[src/inc/ddr2_pin_consts.vh]
// constants for the dram command pin interface
`ifndef DDR2_PIN_CONSTS_VH
`define DDR2_PIN_CONSTS_VH

// pin widths
`define ADDR_W 14
`define BANK_W 2
`define DQ_W 16
`define SYNC_W 44

// command codes as {row strobe, column strobe, write strobe}, active low
`define CMD_MODE_LOAD 3'h0
`define CMD_REFRESH 3'h1
`define CMD_PRECHARGE 3'h2
`define CMD_ACTIVATE 3'h3
`define CMD_WRITE 3'h4
`define CMD_READ 3'h5
`define CMD_NOP 3'h7

// mode register selection by bank_select during a load
`define MR_BASE 2'h0
`define MR_EXT 2'h1

// address bit positions
`define PRECHARGE_ALL_BIT 10
`define AUTO_PRECHARGE_BIT 10

// base mode register burst length field and encodings
`define BURST_LSB 0
`define BURST_MSB 2
`define BURST_CODE_4 3'h2
`define BURST_CODE_8 3'h3
`define BURST_BEATS_4 4'h4
`define BURST_BEATS_8 4'h8

// extended mode register fields
`define EXT_TERM_LO_BIT 2
`define EXT_TERM_HI_BIT 6
`define EXT_READ_ONLY_STROBE_BIT 11

// reset values
`define MODE_RESET 14'h0000
`define BANKS_IDLE 4'h0

`endif

[src/ddr2_pin_if.v]
// device-side command, address, mask and termination pin logic
`timescale 1ns/1ps
`include "ddr2_pin_consts.vh"

module ddr2_pin_if (
    input wire sys_clk,
    input wire rst_n,
    input wire org_x16,
    input wire link_ck,
    input wire clock_enable,
    input wire rank_select_n,
    input wire row_strobe_n,
    input wire column_strobe_n,
    input wire write_strobe_n,
    input wire [`BANK_W-1:0] bank_select,
    input wire [`ADDR_W-1:0] address_lines,
    input wire termination_enable,
    input wire lower_byte_mask,
    input wire upper_byte_mask,
    input wire [`DQ_W-1:0] dq_in,
    output reg [`DQ_W-1:0] dq_out,
    output reg dq_oe_n,
    input wire lower_byte_strobe_in,
    input wire upper_byte_strobe_in,
    output reg lower_byte_strobe_out,
    output reg upper_byte_strobe_out,
    output reg strobe_oe_n,
    output reg read_only_strobe_out,
    output reg read_only_strobe_oe_n,
    output reg term_data_on,
    output reg term_strobe_on,
    output reg term_mask_on,
    output reg term_read_strobe_on,
    output reg cmd_valid,
    output reg [2:0] cmd_code,
    output reg [`BANK_W-1:0] cmd_bank,
    output reg [`ADDR_W-1:0] cmd_addr,
    output reg [3:0] bank_open,
    output reg [3:0] power_state,
    output reg [`ADDR_W-1:0] base_mode,
    output reg [`ADDR_W-1:0] ext_mode,
    output reg rd_beat_req,
    input wire [`DQ_W-1:0] rd_word,
    output wire wr_valid,
    input wire wr_ready,
    output wire [`DQ_W-1:0] wr_data,
    output wire [1:0] wr_byte_en,
    output reg wr_overrun
);
    localparam PW_ACTIVE = 4'b0001;
    localparam PW_PRE_PD = 4'b0010;
    localparam PW_ACT_PD = 4'b0100;
    localparam PW_SELF = 4'b1000;

    // synchronised pin levels
    wire [`SYNC_W-1:0] raw_pins;
    wire [`SYNC_W-1:0] s_pins;
    wire s_ck;
    wire s_cke;
    wire s_cs_n;
    wire [2:0] s_cmd;
    wire [`BANK_W-1:0] s_bank;
    wire [`ADDR_W-1:0] s_addr;
    wire s_odt;
    wire s_lower_byte_strobe;
    wire s_ldm;
    wire s_udm;
    wire [`DQ_W-1:0] s_dq;

    assign raw_pins = {link_ck, clock_enable, rank_select_n, row_strobe_n,
        column_strobe_n, write_strobe_n, bank_select, address_lines,
        termination_enable, lower_byte_strobe_in, upper_byte_strobe_in,
        lower_byte_mask, upper_byte_mask, dq_in, 1'b0};

    pin_sync #(
        .W(`SYNC_W)
    ) u_sync (
        .sys_clk(sys_clk),
        .rst_n(rst_n),
        .pin_in(raw_pins),
        .pin_out(s_pins)
    );

    assign s_ck = s_pins[43];
    assign s_cke = s_pins[42];
    assign s_cs_n = s_pins[41];
    assign s_cmd = s_pins[40:38];
    assign s_bank = s_pins[37:36];
    assign s_addr = s_pins[35:22];
    assign s_odt = s_pins[21];
    assign s_lower_byte_strobe = s_pins[20];
    assign s_ldm = s_pins[18];
    assign s_udm = s_pins[17];
    assign s_dq = s_pins[16:1];

    // burst beats from the base register length field
    function [3:0] burst_beats;
        input [2:0] code;
        begin
            case (code)
                `BURST_CODE_8: burst_beats = `BURST_BEATS_8;
                default: burst_beats = `BURST_BEATS_4;
            endcase
        end
    endfunction

    // one-hot bank decode
    function [3:0] bank_bit;
        input [`BANK_W-1:0] b;
        begin
            bank_bit = 4'h1 << b;
        end
    endfunction

    reg ck_q;
    reg dqs_q;
    reg cke_prev_q;
    reg org_x16_q;
    reg odt_q;
    reg [3:0] rd_left_q;
    reg [3:0] wr_left_q;
    reg rd_strobe_q;

    wire ck_rise;
    wire ck_edge;
    wire dqs_edge;
    wire cmd_sel;
    wire all_idle;
    wire term_req;
    wire read_only_strobe_mode;
    wire [1:0] mask_eff;
    wire beat_push;
    wire buf_in_ready;
    wire [`DQ_W+1:0] buf_out;

    assign ck_rise = s_ck & ~ck_q;
    assign ck_edge = s_ck ^ ck_q;
    assign dqs_edge = s_lower_byte_strobe ^ dqs_q;
    // rank select high masks the command; commands are ignored outside the active power state
    assign cmd_sel = ck_rise & ~s_cs_n & s_cke & (power_state == PW_ACTIVE);
    assign all_idle = (bank_open == `BANKS_IDLE);
    // termination off when both level bits are zero or the sampled termination pin is low
    assign term_req = odt_q & (ext_mode[`EXT_TERM_LO_BIT] | ext_mode[`EXT_TERM_HI_BIT]);
    assign read_only_strobe_mode = ~org_x16_q & ext_mode[`EXT_READ_ONLY_STROBE_BIT];
    // mask per byte; narrow parts use one mask for the word, and none when the read-only strobe mode is on
    assign mask_eff = read_only_strobe_mode ? 2'h0 :
        (org_x16_q ? {s_udm, s_ldm} : {s_ldm, s_ldm});
    assign beat_push = (wr_left_q != 4'h0) & dqs_edge & (power_state == PW_ACTIVE)
        & ~(&mask_eff);

    beat_buffer #(
        .W(`DQ_W + 2)
    ) u_buf (
        .sys_clk(sys_clk),
        .rst_n(rst_n),
        .in_valid(beat_push),
        .in_ready(buf_in_ready),
        .in_data({~mask_eff, s_dq}),
        .out_valid(wr_valid),
        .out_ready(wr_ready),
        .out_data(buf_out)
    );

    assign wr_byte_en = buf_out[`DQ_W+1:`DQ_W];
    assign wr_data = buf_out[`DQ_W-1:0];

    // edge history and organisation strap
    always @(posedge sys_clk) begin
        if (!rst_n) begin
            ck_q <= 1'b0;
            dqs_q <= 1'b0;
            org_x16_q <= org_x16;
            odt_q <= 1'b0;
        end else begin
            ck_q <= s_ck;
            dqs_q <= s_lower_byte_strobe;
            odt_q <= ck_rise ? s_odt : odt_q;
        end
    end

    // command decode, bank state and mode registers
    always @(posedge sys_clk) begin
        if (!rst_n) begin
            cmd_valid <= 1'b0;
            cmd_code <= `CMD_NOP;
            cmd_bank <= {`BANK_W{1'b0}};
            cmd_addr <= {`ADDR_W{1'b0}};
            bank_open <= `BANKS_IDLE;
            base_mode <= `MODE_RESET;
            ext_mode <= `MODE_RESET;
        end else begin
            cmd_valid <= 1'b0;
            if (cmd_sel) begin
                cmd_valid <= 1'b1;
                cmd_code <= s_cmd;
                cmd_bank <= s_bank;
                cmd_addr <= s_addr;
                case (s_cmd)
                    `CMD_ACTIVATE: begin
                        bank_open <= bank_open | bank_bit(s_bank);
                    end
                    `CMD_PRECHARGE: begin
                        if (s_addr[`PRECHARGE_ALL_BIT]) begin
                            bank_open <= `BANKS_IDLE;
                        end else begin
                            bank_open <= bank_open & ~bank_bit(s_bank);
                        end
                    end
                    `CMD_READ, `CMD_WRITE: begin
                        if (s_addr[`AUTO_PRECHARGE_BIT]) begin
                            bank_open <= bank_open & ~bank_bit(s_bank);
                        end
                    end
                    `CMD_MODE_LOAD: begin
                        if (s_bank == `MR_BASE) begin
                            base_mode <= s_addr;
                        end else if (s_bank == `MR_EXT) begin
                            ext_mode <= s_addr;
                        end
                    end
                    default: begin
                        bank_open <= bank_open;
                    end
                endcase
            end
        end
    end

    // power state from clock enable
    always @(posedge sys_clk) begin
        if (!rst_n) begin
            power_state <= PW_ACTIVE;
            cke_prev_q <= 1'b1;
        end else begin
            if (ck_rise) begin
                cke_prev_q <= s_cke;
            end
            case (power_state)
                PW_ACTIVE: begin
                    if (ck_rise & cke_prev_q & ~s_cke) begin
                        if (!all_idle) begin
                            power_state <= PW_ACT_PD;
                        end else if (~s_cs_n & (s_cmd == `CMD_REFRESH)) begin
                            power_state <= PW_SELF;
                        end else begin
                            power_state <= PW_PRE_PD;
                        end
                    end
                end
                PW_PRE_PD, PW_ACT_PD: begin
                    if (ck_rise & s_cke) begin
                        power_state <= PW_ACTIVE;
                    end
                end
                PW_SELF: begin
                    // no clock edge needed to leave self-refresh
                    if (s_cke) begin
                        power_state <= PW_ACTIVE;
                        cke_prev_q <= 1'b1;
                    end
                end
                default: begin
                    power_state <= PW_ACTIVE;
                end
            endcase
        end
    end

    // termination outputs per organisation
    always @(posedge sys_clk) begin
        if (!rst_n) begin
            term_data_on <= 1'b0;
            term_strobe_on <= 1'b0;
            term_mask_on <= 1'b0;
            term_read_strobe_on <= 1'b0;
        end else begin
            // termination input stays live in power-down, not in self-refresh
            term_data_on <= term_req & (power_state != PW_SELF);
            term_strobe_on <= term_req & (power_state != PW_SELF);
            term_mask_on <= term_req & (power_state != PW_SELF) & ~read_only_strobe_mode;
            term_read_strobe_on <= term_req & (power_state != PW_SELF) & read_only_strobe_mode;
        end
    end

    // write beat counting and overrun flag
    always @(posedge sys_clk) begin
        if (!rst_n) begin
            wr_left_q <= 4'h0;
            wr_overrun <= 1'b0;
        end else begin
            // relies on the controller holding clock enable through the burst
            if (cmd_sel & (s_cmd == `CMD_WRITE)) begin
                wr_left_q <= burst_beats(base_mode[`BURST_MSB:`BURST_LSB]);
            end else if ((wr_left_q != 4'h0) & dqs_edge) begin
                wr_left_q <= wr_left_q - 4'h1;
            end
            if (beat_push & ~buf_in_ready) begin
                wr_overrun <= 1'b1;
            end
        end
    end

    // read beats: device drives data and strobes
    always @(posedge sys_clk) begin
        if (!rst_n) begin
            rd_left_q <= 4'h0;
            rd_strobe_q <= 1'b0;
            rd_beat_req <= 1'b0;
            dq_out <= {`DQ_W{1'b0}};
            dq_oe_n <= 1'b1;
            lower_byte_strobe_out <= 1'b0;
            upper_byte_strobe_out <= 1'b0;
            strobe_oe_n <= 1'b1;
            read_only_strobe_out <= 1'b0;
            read_only_strobe_oe_n <= 1'b1;
        end else begin
            rd_beat_req <= 1'b0;
            if (cmd_sel & (s_cmd == `CMD_READ)) begin
                rd_left_q <= burst_beats(base_mode[`BURST_MSB:`BURST_LSB]);
                rd_strobe_q <= 1'b0;
            end else if ((rd_left_q != 4'h0) & ck_edge) begin
                rd_left_q <= rd_left_q - 4'h1;
                rd_strobe_q <= ~rd_strobe_q;
                rd_beat_req <= 1'b1;
                dq_out <= rd_word;
                dq_oe_n <= 1'b0;
                lower_byte_strobe_out <= ~rd_strobe_q;
                upper_byte_strobe_out <= ~rd_strobe_q & org_x16_q;
                strobe_oe_n <= 1'b0;
                read_only_strobe_out <= ~rd_strobe_q & read_only_strobe_mode;
                read_only_strobe_oe_n <= ~read_only_strobe_mode;
            end else if ((rd_left_q == 4'h0) & ck_edge) begin
                dq_oe_n <= 1'b1;
                strobe_oe_n <= 1'b1;
                read_only_strobe_oe_n <= 1'b1;
                lower_byte_strobe_out <= 1'b0;
                upper_byte_strobe_out <= 1'b0;
                read_only_strobe_out <= 1'b0;
            end
        end
    end
endmodule

[src/pin_sync.v]
// two flip-flop synchroniser for a bus of pin levels
`timescale 1ns/1ps
module pin_sync #(
    parameter W = 1
) (
    input wire sys_clk,
    input wire rst_n,
    input wire [W-1:0] pin_in,
    output reg [W-1:0] pin_out
);
    reg [W-1:0] meta_q;

    always @(posedge sys_clk) begin
        if (!rst_n) begin
            meta_q <= {W{1'b0}};
            pin_out <= {W{1'b0}};
        end else begin
            meta_q <= pin_in;
            pin_out <= meta_q;
        end
    end
endmodule

[src/beat_buffer.v]
// two-entry buffer with valid and ready on both sides
`timescale 1ns/1ps
module beat_buffer #(
    parameter W = 18
) (
    input wire sys_clk,
    input wire rst_n,
    input wire in_valid,
    output wire in_ready,
    input wire [W-1:0] in_data,
    output reg out_valid,
    input wire out_ready,
    output reg [W-1:0] out_data
);
    reg [W-1:0] tail_q;
    reg tail_valid_q;
    wire pop;
    wire push;

    assign in_ready = ~tail_valid_q;
    assign pop = out_valid & out_ready;
    assign push = in_valid & ~tail_valid_q;

    always @(posedge sys_clk) begin
        if (!rst_n) begin
            out_valid <= 1'b0;
            tail_valid_q <= 1'b0;
            out_data <= {W{1'b0}};
            tail_q <= {W{1'b0}};
        end else if (pop) begin
            if (tail_valid_q) begin
                out_data <= tail_q;
                tail_valid_q <= 1'b0;
            end else begin
                out_valid <= push;
                out_data <= in_data;
            end
        end else if (push) begin
            if (!out_valid) begin
                out_data <= in_data;
                out_valid <= 1'b1;
            end else begin
                tail_q <= in_data;
                tail_valid_q <= 1'b1;
            end
        end
    end
endmodule

[config.mk]
export PLATFORM = sky130hd
export DESIGN_NAME = ddr2_pin_if
export DESIGN_NICKNAME = d
export VERILOG_FILES = /design/src/ddr2_pin_if.v /design/src/pin_sync.v /design/src/beat_buffer.v
export VERILOG_INCLUDE_DIRS = /design/src /design/src/inc
export SDC_FILE = /design/constraint.sdc
export NUM_CORES = 1
export LEC_CHECK = 0
export ABC_AREA = 1
export BUFFER_PORTS_ARGS = -buffer_cell sky130_fd_sc_hd__buf_4
export CAP_MARGIN = 25
export CORE_AREA = 2 2 121 123
export CTS_CLUSTER_SIZE = 10
export DETAILED_ROUTE_END_ITERATION = 8
export DIE_AREA = 0 0 123 125
export PLACE_DENSITY_LB_ADDON = 0.08
export SLEW_MARGIN = 20
export SYNTH_ARGS = -nofsm -noshare
export SYNTH_HDL_FRONTEND = slang
export SYNTH_SLANG_ARGS = --single-unit
export TNS_END_PERCENT = 1
[constraint.sdc]
create_clock -name sys_clk -period 2.94 [get_ports sys_clk]
set_input_delay 0.588 -clock sys_clk [delete_from_list [all_inputs] [get_ports sys_clk]]
set_output_delay 0.588 -clock sys_clk [all_outputs]
set_load 0.005 [all_outputs]
==> flow_summary.toml <==
[logic_synthesis]
synth.yosys.seq_area_share_pct = 54.8
synth_compound_area_share_pct = 10.9
ys_seq_elements = 218
syn-instance-count = 1049
synth-xor-area-share_pct = 0.329
synth_adder_area_share_pct = 0.470
synth_top_family_by_area = "simple AND/OR/NAND/NOR gates"
async_reset_ff_share_pct = 0
syn_area_um2 = 7980
syn_avg_cell_area_um2 = 7.61
syn_nets = 1115
yosys.area.top_type = "dfxtp_1"
synth_edf_count = 1
muxShareOfSynthArea_pct = 0
synthTopCellsByArea = "dfxtp_1 54%, nand2_1 9.9%, inv_1 9.2%, nor2_1 6.3%, o21ai_0 5.8%"
synth_top_area_share_pct = 54.4
yosys_warnings = 0
synth_flop_cell = "dfxtp_1"
yosys.area_share.simple_pct = 21.4
synth_cell_type_count = 33

[timing]
fin_tns_setup_ns = 0
final_max_slew_viol_count = 0
maxSlewHeadroom_pct = 63.3
fin_worst_skew_ns = 0.0259
finalHoldViolations = 0
fmax_mhz = 429
min_period_ns = 2.33
setup_ws_ns = 0.607
post-route-period-util_pct = 79.3
tightest_slew_ns = 0.545
setup-violations-final = 0
hold_slack_ns = 0.260
rsz0062_at_grt = "false"

[critical_path]
endpoint = "base_mode[7]"
rr_worst_depth = 9
end_kind = "flop"
cp-startpoint = "u_sync.pin_out[43]"
r2r-start = "u_sync.pin_out[43]"
cp.buffers_inverters = 2
critPathArrivalTime_ns = 2.71
regToRegEndpoint = "base_mode[7]"
r2r_slack_ns = 0.61
crit_chain = "ha_1, nand2_1, nor2_1, nand2_1, buf_4, inv_2, nand3_2, o21ai_0, a21oi_1"
critical_path.max_fanout = 28
cp.depth = 9
path_class = "flop to flop"
slowest_stage = "nand3_2"
path_common_cell = "nand2_1"
path_delay_family = "simple AND/OR/NAND/NOR gates"
crit_required_ns = 3.32
cpPeakStageDelay_ns = 0.44
start_kind = "flop"

[die]
io_pins = 166
start_util_pct = 56.2
dieArea_um2 = 15400
die_h_um = 125
die_w_um = 123
core_um2 = 14200
rows = 44

[grt]
grt_util_met1_pct = 31.9
grt_pass1_wl_mm = 26.8
top_usage_layer = "met1"
grt_use_met3_pct = 3.83
grt_pass1_vias = 5646
overflow = 0
grt_usage_pct = 21.3
grt_max_degree = 81
met2_usage_pct = 31.2
grt_antenna_before_repair = 0

[placed_design]
dpl.hpwl_mm = 11.1
place_ws_ns = 0.601
globalplace.congestion = 0.840
portBuffers = 164

[layout]
diodes = 0
final_net_count = 1266
syn2layout_area_growth_pct = 24.4
final_layout_size_suffix_gt1_share_pct = 17.6

[route]
drtPass1Iterations = 5
drcViolationCount = 0
drt_iter0_markers = 329
routedWlPerCell_um = 11.9
totalWireLength_mm = 16.4
ant_nets = 0
vias_per_cell = 4.62
vias = 6399

[clock_network]
cts_max_path_buffers = 3
tritoncts = "done"
ctsHoldBuffers = 0
clk_latency_ns = 0.51
cts.repair.resized = 0
cts_max_level = 1
path_clk_slew_ns = 0.05
root_buffer = "clkbuf_16"
cts_buffers = 25
post_cts_buffers = 0
cts_sinks = 218

[flow_run]
drv_cap = 0

[pwr]
p_seq_share_pct = 50.8
ir_drop_v = 0.000497
p_leak_nw = 5.14
power.density_nw_per_um2 = 617
swShare_pct = 22.3
intPower_w = 0.00476
power.switching_w = 0.00136
combPwrFrac_pct = 7.6
p_clk_share_pct = 41.5

[hold_path]
min_from = "address_lines[8]"
hold_class = "primary input to flop"

[run_status]
status = "finished clean"
## tightest hold or removal path, delay by kind of cell
kind / cells / cell delay [ns]
buffers and inverters: 2 / 0.11
and+or+nand+nor: 1 / 0.04
## area by class of cell
cell class | instances | area, um2
inverter | 197 | 739
clock buffer | 28 | 637
clock inverter | 1 | 8.76
fill | 1187 | 4280
multi-input combinational | 587 | 2640
tap | 184 | 230
timing repair buffer | 171 | 1300
sequential | 218 | 4370
## sequential cells by signal (all words and copies together) (netlist names), 2 cells and up
signal / count
u_sync.pin_out: 42
rd_left_q: 4
power_state: 4
base_mode: 14
dq_out: 16
u_buf.tail_q: 18
bank_open: 4
ext_mode: 14
u_sync.meta_q: 42
cmd_code: 3
cmd_bank: 2
wr_left_q: 4
cmd_addr: 14
u_buf.out_data: 18
## placed cells by master, fill, tap and decap left out, types with 4 or more instances in the layout
cell type / n
o21ai_0: 93
dfxtp_1: 217
buf_4: 169
nand3_1: 42
nand2_1: 211
nand3_2: 4
nor2_1: 133
clkbuf_16: 25
a21oi_1: 66
nor3_1: 7
inv_1: 195
## kinds of logic after synthesis
family | count (synthesis)
compound gates | 170
xor+xnor | 3
fa+ha+maj | 3
buf+inv | 244
flops | 218
simple gates | 411
## synth_stat cells (4+ instances only)
| library cell | count |
|---|---|
| nor2_1 | 133 |
| dfxtp_1 | 217 |
| nand2_1 | 211 |
| a21oi_1 | 66 |
| o21ai_0 | 93 |
| clkbuf_1 | 26 |
| nor3_1 | 7 |
| nand3_1 | 42 |
| nand3_2 | 4 |
| buf_6 | 4 |
| buf_2 | 13 |
| inv_1 | 195 |
## stage by stage
stage / cell area (um2) / instances / power (W) / utilization (%)
6_report: 9920 / 1386 / 0.00612 / 69.9
5_1_grt: 9920 / 1386 / 0.00640 / 69.9
4_1_cts: 9920 / 1386 / 0.00618 / 69.9
3_5_place_dp: 9280 / 1357 / 0.00364 / 65.3
3_3_place_gp: 9280 / 1357 / 0.00363 / 65.3
2_1_floorplan: 7980 / 1049 / 0.00345 / -
## power by group through the flow
stage          Clock [W]  Sequential (W)  Combinational (W)
2_1_floorplan          0         0.00316           0.000286
3_3_place_gp           0         0.00317           0.000461
3_5_place_dp           0         0.00317           0.000463
4_1_cts          0.00260         0.00311           0.000466
5_1_grt          0.00274         0.00312           0.000539
6_report         0.00254         0.00311           0.000468
## layer usage
metal	routed length [um]	vias up	share of wire [%]
met1	8160	2714	50
met2	6900	175	42
met5	0	-	0
met3	1010	31	6.2
li1	-	3479	-
met4	357	0	2.2
## worst min path at each step
stage / end / slack [ns] / depth (start not counted)
after floorplan: u_sync.pin_out[10] / 0.39 / 2
after global placement: u_sync.pin_out[32] / 0.39 / 2
after detailed placement: u_sync.pin_out[33] / 0.39 / 2
after CTS: u_sync.meta_q[30] / 0.24 / 3
after global routing: org_x16_q / 0.25 / 1
final: u_sync.meta_q[30] / 0.26 / 3
(Power assumes the default switching activity.)
